[config.mk]
export PLATFORM = sky130hd
export DESIGN_NAME = pidc_top
export DESIGN_NICKNAME = d
export VERILOG_FILES = /design/src/verilog/pidc_serial.v /design/src/verilog/pidc_top.v
export VERILOG_INCLUDE_DIRS = /design/src /design/src/verilog
export SDC_FILE = /design/constraint.sdc
export NUM_CORES = 1
export LEC_CHECK = 0
export BUFFER_PORTS_ARGS = -buffer_cell sky130_fd_sc_hd__clkbuf_2
export CORE_MARGIN = 2
export CORE_UTILIZATION = 55
export CTS_CLUSTER_DIAMETER = 80
export CTS_CLUSTER_SIZE = 16
export DETAILED_ROUTE_END_ITERATION = 6
export PLACE_DENSITY_LB_ADDON = 0.2
export SETUP_SLACK_MARGIN = 0.02
export SYNTH_ARGS = -nofsm -noshare
export SYNTH_HDL_FRONTEND = slang
export SYNTH_HIERARCHICAL = 1
export SYNTH_SLANG_ARGS = --single-unit
[constraint.sdc]
create_clock -name SYS_CLK -period 5.6 [get_ports SYS_CLK]
set_clock_uncertainty 0.05 [all_clocks]
set_input_delay 1.12 -clock SYS_CLK [delete_from_list [all_inputs] [get_ports SYS_CLK]]
set_output_delay 1.12 -clock SYS_CLK [all_outputs]
set_load 0.02 [all_outputs]
[src/verilog/pidc_defines.vh]
// Constants for the power, identification and first configuration register bank
// Contract
// - Power field: 0x is down, 10 active
// - Part identifier read at offset 0x04
// - Revision identifier read at offset 0x06
// - Maker identifier read at offset 0x0C
// - Bit 12 picks autonomous or direct conversion
// - Bits 10-8 filter code, K 1..16
// - Current update interval follows filter code
// - Filter feedback coefficient equals K minus one
// - Bits 6-4 remote temperature averaging, reset 000
// - Remote temperature update time per averaging code
// - Bit 0 enables closed loop, reset 0
// - Frame: R/W, 7-bit address, 16 data
// - Writes without exactly 24 edges are discarded
`ifndef PIDC_DEFINES_VH
`define PIDC_DEFINES_VH

// -------------------------------------------------------------------------
// Register addresses
// -------------------------------------------------------------------------
`define PIDC_ADDR_POWER      7'h02
`define PIDC_ADDR_PART_ID    7'h04
`define PIDC_ADDR_REV_ID     7'h06
`define PIDC_ADDR_MAKER_ID   7'h0C
`define PIDC_ADDR_CONFIG0    7'h10

// -------------------------------------------------------------------------
// Reset values and field positions
// -------------------------------------------------------------------------
`define PIDC_POWER_RESET     16'h0000
`define PIDC_CONFIG0_RESET   16'h0300
`define PIDC_POWER_ACTIVE    2'h2
`define PIDC_POWER_FACTORY   2'h3
`define PIDC_BIT_TRIGGER     12
`define PIDC_FILT_HI         10
`define PIDC_FILT_LO         8
`define PIDC_AVG_HI          6
`define PIDC_AVG_LO          4
`define PIDC_BIT_LOOP        0
`define PIDC_FILT_MAX        3'h4
`define PIDC_AVG_MAX         3'h5
`define PIDC_FILT_RESET      3'h3
`define PIDC_AVG_RESET       3'h0

// -------------------------------------------------------------------------
// Frame layout
// -------------------------------------------------------------------------
`define PIDC_FRAME_BITS      5'h18
`define PIDC_HDR_BITS        5'h08
`define PIDC_CNT_FULL        5'h18

// -------------------------------------------------------------------------
// Update times in microseconds
// -------------------------------------------------------------------------
`define PIDC_CLK_MHZ         20
`define PIDC_CS_T0_US        200
`define PIDC_CS_T1_US        3400
`define PIDC_CS_T2_US        6600
`define PIDC_CS_T3_US        13000
`define PIDC_CS_T4_US        25600
`define PIDC_RT_T0_US        16000
`define PIDC_RT_T1_US        16000
`define PIDC_RT_T2_US        18000
`define PIDC_RT_T3_US        26000
`define PIDC_RT_T4_US        50000
`define PIDC_RT_T5_US        98000

`endif

[src/verilog/pidc_serial.v]
// Serial frame receiver and read shifter for the register bank
`timescale 1ns/100ps
`include "pidc_defines.vh"

module pidc_serial (
    clk,
    rst_n,
    cs_n_s,
    sclk_s,
    sdi_s,
    rd_data,
    wr_stb,
    addr,
    wr_data,
    sdo,
    sdo_oe
);
    input  wire        clk;       // System clock
    input  wire        rst_n;     // Synchronised reset
    input  wire        cs_n_s;    // Synchronised chip select
    input  wire        sclk_s;    // Synchronised serial clock
    input  wire        sdi_s;     // Synchronised serial data in
    input  wire [15:0] rd_data;   // Read data for current address
    output reg         wr_stb;    // One-cycle commit of a write
    output reg  [6:0]  addr;      // Frame address
    output reg  [15:0] wr_data;   // Frame write data
    output reg         sdo;       // Serial data out
    output wire        sdo_oe;    // Output drive enable

    reg  [23:0] shift_r;          // Incoming bits
    reg  [4:0]  cnt_r;            // Rising edges in frame
    reg         sclk_d_r;         // Previous serial clock
    reg         cs_d_r;           // Previous chip select
    reg  [15:0] out_r;            // Read shifter
    reg         read_r;           // Frame is a read
    wire        rise;             // Serial clock rising
    wire        fall;             // Serial clock falling
    wire        frame_end;        // Chip select just rose

    assign rise      = sclk_s & ~sclk_d_r & ~cs_n_s;
    assign fall      = ~sclk_s & sclk_d_r & ~cs_n_s;
    assign frame_end = cs_n_s & ~cs_d_r;
    assign sdo_oe    = ~cs_n_s & read_r;

    // ---------------------------------------------------------------------
    // Frame capture, MSB first, R/W then address then data
    // ---------------------------------------------------------------------
    always @(posedge clk or negedge rst_n) begin
        if (!rst_n) begin
            shift_r  <= 24'h000000;
            cnt_r    <= 5'h00;
            sclk_d_r <= 1'b0;
            cs_d_r   <= 1'b1;
            out_r    <= 16'h0000;
            read_r   <= 1'b0;
            wr_stb   <= 1'b0;
            addr     <= 7'h00;
            wr_data  <= 16'h0000;
            sdo      <= 1'b0;
        end else begin
            sclk_d_r <= sclk_s;
            cs_d_r   <= cs_n_s;
            wr_stb   <= 1'b0;
            if (cs_n_s) begin
                // Idle: restart count for next frame
                cnt_r <= 5'h00;
                if (frame_end && !shift_r[23] && cnt_r == `PIDC_CNT_FULL) begin
                    wr_stb  <= 1'b1;
                    addr    <= shift_r[22:16];
                    wr_data <= shift_r[15:0];
                end
                read_r <= 1'b0;
            end else if (rise) begin
                shift_r <= {shift_r[22:0], sdi_s};
                if (cnt_r != 5'h1F)
                    cnt_r <= cnt_r + 5'h01;          // Saturates at 31
                if (cnt_r == 5'h00)
                    read_r <= sdi_s;
                if (cnt_r == `PIDC_HDR_BITS - 5'h01) begin
                    addr  <= {shift_r[5:0], sdi_s};
                end
            end else if (fall) begin
                // Drive data out on falling edges after the header
                if (cnt_r == `PIDC_HDR_BITS) begin
                    sdo   <= rd_data[15];
                    out_r <= {rd_data[14:0], 1'b0};
                end else if (cnt_r > `PIDC_HDR_BITS) begin
                    sdo   <= out_r[15];
                    out_r <= {out_r[14:0], 1'b0};
                end
            end
        end
    end
endmodule

[src/verilog/pidc_top.v]
// Power mode, identification and first configuration register bank
`timescale 1ns/100ps
`include "pidc_defines.vh"

module pidc_top #(
    parameter [15:0] PART_ID    = 16'hA5A5,  // Arbitrary value
    parameter [15:0] REV_ID     = 16'h0003,  // Arbitrary value
    parameter [15:0] MAKER_ID   = 16'h5A5A,  // Arbitrary value
    parameter        TIME_SCALE = 1          // Divides update times for simulation
) (
    SYS_CLK,
    RESET_N,
    CS_N,
    SCLK,
    SDI,
    SDO,
    SDO_OE,
    POWER_ACTIVE,
    CONVERSION_TRIGGER_SELECT,
    FILTER_CODE,
    FILTER_K,
    FILTER_FEEDBACK,
    REMOTE_TEMP_AVERAGING,
    LOOP_ENABLE,
    CS_UPDATE,
    RT_UPDATE
);
    input  wire        SYS_CLK;                    // 20 MHz clock
    input  wire        RESET_N;                    // Asynchronous reset
    input  wire        CS_N;                       // Chip select pin
    input  wire        SCLK;                       // Serial clock pin
    input  wire        SDI;                        // Serial data in pin
    output wire        SDO;                        // Serial data out
    output wire        SDO_OE;                     // SDO drive enable
    output reg         POWER_ACTIVE;               // Analog functions on
    output reg         CONVERSION_TRIGGER_SELECT;  // 1 is direct mode
    output reg  [2:0]  FILTER_CODE;                // Valid filter code
    output reg  [4:0]  FILTER_K;                   // K value
    output reg  [4:0]  FILTER_FEEDBACK;            // K minus one
    output reg  [2:0]  REMOTE_TEMP_AVERAGING;      // Valid averaging code
    output reg         LOOP_ENABLE;                // Closed loop on
    output reg         CS_UPDATE;                  // Current result tick
    output reg         RT_UPDATE;                  // Remote temp result tick

    // ---------------------------------------------------------------------
    // Cycle counts derived from update times
    // ---------------------------------------------------------------------
    localparam integer CS_C0 = `PIDC_CS_T0_US * `PIDC_CLK_MHZ / TIME_SCALE;
    localparam integer CS_C1 = `PIDC_CS_T1_US * `PIDC_CLK_MHZ / TIME_SCALE;
    localparam integer CS_C2 = `PIDC_CS_T2_US * `PIDC_CLK_MHZ / TIME_SCALE;
    localparam integer CS_C3 = `PIDC_CS_T3_US * `PIDC_CLK_MHZ / TIME_SCALE;
    localparam integer CS_C4 = `PIDC_CS_T4_US * `PIDC_CLK_MHZ / TIME_SCALE;
    localparam integer RT_C0 = `PIDC_RT_T0_US * `PIDC_CLK_MHZ / TIME_SCALE;
    localparam integer RT_C1 = `PIDC_RT_T1_US * `PIDC_CLK_MHZ / TIME_SCALE;
    localparam integer RT_C2 = `PIDC_RT_T2_US * `PIDC_CLK_MHZ / TIME_SCALE;
    localparam integer RT_C3 = `PIDC_RT_T3_US * `PIDC_CLK_MHZ / TIME_SCALE;
    localparam integer RT_C4 = `PIDC_RT_T4_US * `PIDC_CLK_MHZ / TIME_SCALE;
    localparam integer RT_C5 = `PIDC_RT_T5_US * `PIDC_CLK_MHZ / TIME_SCALE;

    reg  [1:0]  rst_sync_r;       // Reset release pipeline
    wire        rst_n;            // Synchronised reset
    reg  [2:0]  sync1_r;          // First stage of pin sync
    reg  [2:0]  sync2_r;          // Second stage of pin sync
    reg  [15:0] power_state_r;          // Power state register
    reg  [15:0] general_config_zero_r;  // First configuration register
    reg  [15:0] rd_data;          // Read mux
    reg  [21:0] cs_cnt_r;         // Current update timer
    reg  [21:0] rt_cnt_r;         // Remote temp update timer
    reg  [21:0] cs_lim;           // Current interval for code
    reg  [21:0] rt_lim;           // Remote interval for code
    wire        wr_stb;
    wire [6:0]  addr;
    wire [15:0] wr_data;
    wire [2:0]  new_filt;
    wire [2:0]  new_avg;

    // Clamp to at least one cycle, shared by both timers
    function [21:0] sat22;
        input integer v;
        begin
            sat22 = (v < 1) ? 22'h000001 : v[21:0];
        end
    endfunction

    // ---------------------------------------------------------------------
    // Reset release and pin synchronisers
    // ---------------------------------------------------------------------
    always @(posedge SYS_CLK or negedge RESET_N) begin
        if (!RESET_N)
            rst_sync_r <= 2'h0;
        else
            rst_sync_r <= {rst_sync_r[0], 1'b1};
    end
    assign rst_n = rst_sync_r[1];

    always @(posedge SYS_CLK or negedge rst_n) begin
        if (!rst_n) begin
            sync1_r <= 3'h1;
            sync2_r <= 3'h1;
        end else begin
            sync1_r <= {SDI, SCLK, CS_N};
            sync2_r <= sync1_r;
        end
    end

    pidc_serial u_serial (
        .clk     (SYS_CLK),
        .rst_n   (rst_n),
        .cs_n_s  (sync2_r[0]),
        .sclk_s  (sync2_r[1]),
        .sdi_s   (sync2_r[2]),
        .rd_data (rd_data),
        .wr_stb  (wr_stb),
        .addr    (addr),
        .wr_data (wr_data),
        .sdo     (SDO),
        .sdo_oe  (SDO_OE)
    );

    // ---------------------------------------------------------------------
    // Read mux; identifiers are constants, unmapped reads zero
    // ---------------------------------------------------------------------
    always @* begin
        case (addr)
            `PIDC_ADDR_POWER:    rd_data = power_state_r;
            `PIDC_ADDR_PART_ID:  rd_data = PART_ID;
            `PIDC_ADDR_REV_ID:   rd_data = REV_ID;
            `PIDC_ADDR_MAKER_ID: rd_data = MAKER_ID;
            `PIDC_ADDR_CONFIG0:  rd_data = general_config_zero_r;
            default:             rd_data = 16'h0000;
        endcase
    end

    // ---------------------------------------------------------------------
    // Register writes; identifier addresses have no storage
    // ---------------------------------------------------------------------
    always @(posedge SYS_CLK or negedge rst_n) begin
        if (!rst_n) begin
            power_state_r         <= `PIDC_POWER_RESET;
            general_config_zero_r <= `PIDC_CONFIG0_RESET;
        end else if (wr_stb) begin
            if (addr == `PIDC_ADDR_POWER)
                power_state_r <= wr_data;
            if (addr == `PIDC_ADDR_CONFIG0)
                general_config_zero_r <= wr_data;
        end
    end

    assign new_filt = general_config_zero_r[`PIDC_FILT_HI:`PIDC_FILT_LO];
    assign new_avg  = general_config_zero_r[`PIDC_AVG_HI:`PIDC_AVG_LO];

    // ---------------------------------------------------------------------
    // Decoded controls; invalid codes keep the last valid setting
    // ---------------------------------------------------------------------
    always @(posedge SYS_CLK or negedge rst_n) begin
        if (!rst_n) begin
            POWER_ACTIVE              <= 1'b0;
            CONVERSION_TRIGGER_SELECT <= 1'b0;
            FILTER_CODE               <= `PIDC_FILT_RESET;
            FILTER_K                  <= 5'h01 << `PIDC_FILT_RESET;
            FILTER_FEEDBACK           <= (5'h01 << `PIDC_FILT_RESET) - 5'h01;
            REMOTE_TEMP_AVERAGING     <= `PIDC_AVG_RESET;
            LOOP_ENABLE               <= 1'b0;
        end else begin
            // Only 10 is active; 0x is power-down; factory 11 holds state
            if (power_state_r[1:0] != `PIDC_POWER_FACTORY)
                POWER_ACTIVE <= (power_state_r[1:0] == `PIDC_POWER_ACTIVE);
            CONVERSION_TRIGGER_SELECT <= general_config_zero_r[`PIDC_BIT_TRIGGER];
            if (new_filt <= `PIDC_FILT_MAX) begin
                FILTER_CODE     <= new_filt;
                FILTER_K        <= 5'h01 << new_filt;
                FILTER_FEEDBACK <= (5'h01 << new_filt) - 5'h01;
            end
            if (new_avg <= `PIDC_AVG_MAX)
                REMOTE_TEMP_AVERAGING <= new_avg;
            LOOP_ENABLE <= general_config_zero_r[`PIDC_BIT_LOOP];
        end
    end

    // ---------------------------------------------------------------------
    // Update interval lookup from applied codes
    // ---------------------------------------------------------------------
    always @* begin
        case (FILTER_CODE)
            3'h0:    cs_lim = sat22(CS_C0);
            3'h1:    cs_lim = sat22(CS_C1);
            3'h2:    cs_lim = sat22(CS_C2);
            3'h3:    cs_lim = sat22(CS_C3);
            default: cs_lim = sat22(CS_C4);
        endcase
        case (REMOTE_TEMP_AVERAGING)
            3'h0:    rt_lim = sat22(RT_C0);
            3'h1:    rt_lim = sat22(RT_C1);
            3'h2:    rt_lim = sat22(RT_C2);
            3'h3:    rt_lim = sat22(RT_C3);
            3'h4:    rt_lim = sat22(RT_C4);
            default: rt_lim = sat22(RT_C5);
        endcase
    end

    // ---------------------------------------------------------------------
    // Update tick timers, run only in active mode
    // ---------------------------------------------------------------------
    always @(posedge SYS_CLK or negedge rst_n) begin
        if (!rst_n) begin
            cs_cnt_r  <= 22'h000000;
            rt_cnt_r  <= 22'h000000;
            CS_UPDATE <= 1'b0;
            RT_UPDATE <= 1'b0;
        end else begin
            CS_UPDATE <= 1'b0;
            RT_UPDATE <= 1'b0;
            if (!POWER_ACTIVE) begin
                cs_cnt_r <= 22'h000000;
                rt_cnt_r <= 22'h000000;
            end else begin
                if (cs_cnt_r + 22'h000001 >= cs_lim) begin
                    cs_cnt_r  <= 22'h000000;
                    CS_UPDATE <= 1'b1;
                end else
                    cs_cnt_r <= cs_cnt_r + 22'h000001;
                if (rt_cnt_r + 22'h000001 >= rt_lim) begin
                    rt_cnt_r  <= 22'h000000;
                    RT_UPDATE <= 1'b1;
                end else
                    rt_cnt_r <= rt_cnt_r + 22'h000001;
            end
        end
    end
endmodule

==> summary.md <==
| Metric | Value |
|---|---|
| Outcome | `completed` |
| Reg clk slew, reported paths | `0.06 ns` |
| DR vias/cell | `5.734` |
| Total power | `2.726 mW` |
| FILL cells | `1218` |
| Antenna cells | `0` |
| Syn Area/Cell | `11.95 µm²` |
| First drt pass iteration count | `4` |
| Final nets | `791` |
| Final Util | `61.72%` |
| First-pass GRT wire length | `28680 µm` |
| H-Tree Depth | `4` |
| TritonCTS clock tree | `built` |
| Setup bufs post-CTS | `0` |
| Core area | `15710 µm²` |
| DRT antenna net count | `0` |
| Starting Density | `55.69%` |
| Top FF cell, synth | `dfrtp_1` |
| FMAX | `248.4 MHz` |
| Seq cells post-synth | `177` |
| Total grt overflow | `0` |
| Setup WS pre-CTS | `1.673 ns` |
| Die extent in y | `130.1 µm` |
| Post-synthesis mux area share | `16.29%` |
| Wirelength, routed | `16840 µm` |
| Clock Path Buffers | `2` |
| Fin crit share | `71.88%` |
| I/O Pins | `28` |
| Initial antenna violation count | `0` |
| Adder-Cell Fraction of Synth Area | `4.562%` |
| Kind of critical path | `flip-flop to flip-flop` |
| Sink Count | `177` |
| Slew margin rel. | `18.50%` |
| Final worst slack | `1.575 ns` |
| Die area | `16930 µm²` |
| Slew Viols, Final | `0` |
| CTS root buffer | `clkbuf_16` |
| Horiz. Die Dim | `130.1 µm` |
| Post-synth EDFFs | `0` |
| Largest net degree at the start of global routing | `64` |
| Detailed Place HPWL | `11460 µm` |
| Worst EP arrival | `4.27 ns` |
| Synthesized area | `8750 µm²` |
| Hold crit path type | `flip-flop to flip-flop` |
| Most Crowded Layer GR | `met2` |
| Worst-Margin Slew | `1.218 ns` |
| Clk Latency, worst-skew pair | `0.42 ns` |
| Pleak | `4.685 nW` |
| Crit start category | `flip-flop` |
| Post-CTS resize count | `0` |
| M1 GR Usage | `29.13%` |
| Yosys warnings | `6` |
| Fin crit period | `4.025 ns` |
| Crit Path Max Fanout | `19` |
| CTS hold repair buffers | `0` |
| Setup TNS | `0 ns` |
| Final setup violation count | `0` |
| RSZ-0062 raised after global routing | `no` |
| Starting DRT DRC Count | `412` |
| FP Rows | `46` |
| Simple-gate portion of the synthesized area | `14.63%` |
| Drt wl/cell | `17.11 µm` |
| Commonest non-fill, non-tap cell in the layout | `dfrtp_1` |
| Layout cell share with drive strength beyond 1 | `27.34%` |
| CP required | `5.85 ns` |
| PwrDens | `281.1 nW/µm²` |
| Peak VDD IR | `0.0002239 V` |
| GRT Resource Usage Total | `21.53%` |
| Unique masters post-synth | `69` |
| Met3 Usage GRT | `3.936%` |
| Post-synth ARST share | `100.0%` |
| CP Capture Type | `flip-flop` |
| DRC errors left | `0` |
| Largest family of logic cells by synthesized area | `multiplexers` |
| XOR/XNOR share of the synthesized area | `3.804%` |
| R2r setup slk | `1.57 ns` |
| Post-synthesis sequential area ratio | `50.78%` |
| Max Cap Viol | `0` |
| TritonCTS buffer count | `17` |
| Grt met2 use | `35.39%` |
| Compound-Gate Fraction of Synth Area | `6.907%` |
| Final hold viol count | `0` |
| Hold Slack | `0.3015 ns` |
| RePlAce Congestion | `0.9279` |
| Commonest non-fill, non-tap cells in the layout | `dfrtp_1, mux2_2, nand2_1` |
| Mapped Cells | `732` |
| Area grow syn2layout | `10.84%` |
| Vias in the first global route | `5770` |
| Routed vias | `5642` |
| Port Buf Inserts | `27` |
==> synthesized netlist by cell type, drive strengths merged, types with 3 or more instances <==
master  instances  share of area [%]
and3            8               0.64
dfrtp         166                 47
nand2b          6               0.43
nor3           30                1.8
o21a            7               0.60
a221o           7               0.80
a211o           3               0.30
dfstp          11                3.3
a21boi          5               0.43
and2            5               0.37
mux2          117                 16
ha             31                4.4
buf            12                1.1
clkbuf         20               0.87
inv            21               0.90
nor2b           5               0.36
xor2           19                1.9
nand3          22                1.3
mux2i           4               0.46
a21oi          17               0.97
nor2           23               0.99
or3             5               0.36
nor3b          16                1.5
o21ai          11               0.63
a22oi           7               0.60
a21o            8               0.69
nor4           14                1.0
nand4          17                1.3
and4            6               0.60
nand2          56                2.5
xnor2          19                1.9
==> worst max-delay path: stages, from the launching register on <==
cell     delay [ns]
dfrtp_1        0.47
and4_1         0.40
nand4_1        0.28
nor2_1         0.20
xor2_1         0.21
ha_1           0.27
a21o_1         0.18
a21o_1         0.16
a21o_1         0.17
a21oi_1        0.21
nand4_1        0.75
nor3b_1        0.54
==> cell type report <==
type / count / area [µm²] / share of cell area, %
sequential: 177 / 4447 / 45.85
clock inverter: 12 / 205.2 / 2.116
multi-input combinational: 504 / 4066 / 41.93
inverter: 22 / 82.58 / 0.8515
timing repair buffer: 33 / 180.2 / 1.858
clock buffer: 20 / 446.7 / 4.606
tap: 216 / 270.3 / 2.787
==> path summary, 6_finish.rpt <==
check	start	cells past startpoint	endpoint
setup / recovery	cs_cnt_r[3]$_DFF_PN0_	11	cs_cnt_r[9]$_DFF_PN0_
hold / removal	sync1_r[1]$_DFF_PN0_	0	sync2_r[1]$_DFF_PN0_
setup reg to reg	cs_cnt_r[3]$_DFF_PN0_	11	cs_cnt_r[9]$_DFF_PN0_
hold reg to reg	sync1_r[1]$_DFF_PN0_	0	sync2_r[1]$_DFF_PN0_
max in group asynchronous	rst_sync_r[1]$_DFF_PN0_	1	power_state_r[5]$_DFFE_PN0P_
min in group asynchronous	rst_sync_r[1]$_DFF_PN0_	0	u_serial/wr_data[9]$_DFFE_PN0P_
==> logic make-up (layout without fill, tap and decap cells) <==
| logic type | Yosys count | count (layout) |
|---|---|---|
| xor+xnor | 38 | 38 |
| simple gates | 226 | 226 |
| flops | 177 | 177 |
| mux | 121 | 121 |
| other cells | 2 | 5 |
| buf+inv | 54 | 87 |
| fa+ha+maj | 32 | 32 |
| compound gates | 82 | 82 |
==> power breakdown <==
group	switching, mW	total, mW	internal, mW
logic	0.0385	0.0774	0.0389
clock network	0.487	1.29	0.807
registers	0.0407	1.35	1.31
total	0.566	2.73	2.16
==> registers in the layout, summed over array words and instances, names as in the netlist, 7 cells and up <==
| register | flops |
|---|---|
| cs_cnt_r | 22 |
| general_config_zero_r | 16 |
| power_state_r | 16 |
| rt_cnt_r | 22 |
| u_serial/addr | 7 |
| u_serial/out_r | 15 |
| u_serial/shift_r | 24 |
| u_serial/wr_data | 16 |
==> routing by layer <==
| metal | vias up | routed length [µm] |
|---|---|---|
| li1 | 2695 | - |
| met1 | 2848 | 7858 |
| met4 | 0 | 220 |
| met3 | 21 | 422 |
| met2 | 78 | 8337 |
| met5 | - | 0 |
==> per-stage QoR <==
stage               area [µm²]  std cells
detailed placement        9046        952
floorplan                 8761        735
CTS                       9698        984
finish                    9698        984
global placement          9046        952
global route              9698        984
Note: power is estimated with default switching activity, not from simulation.
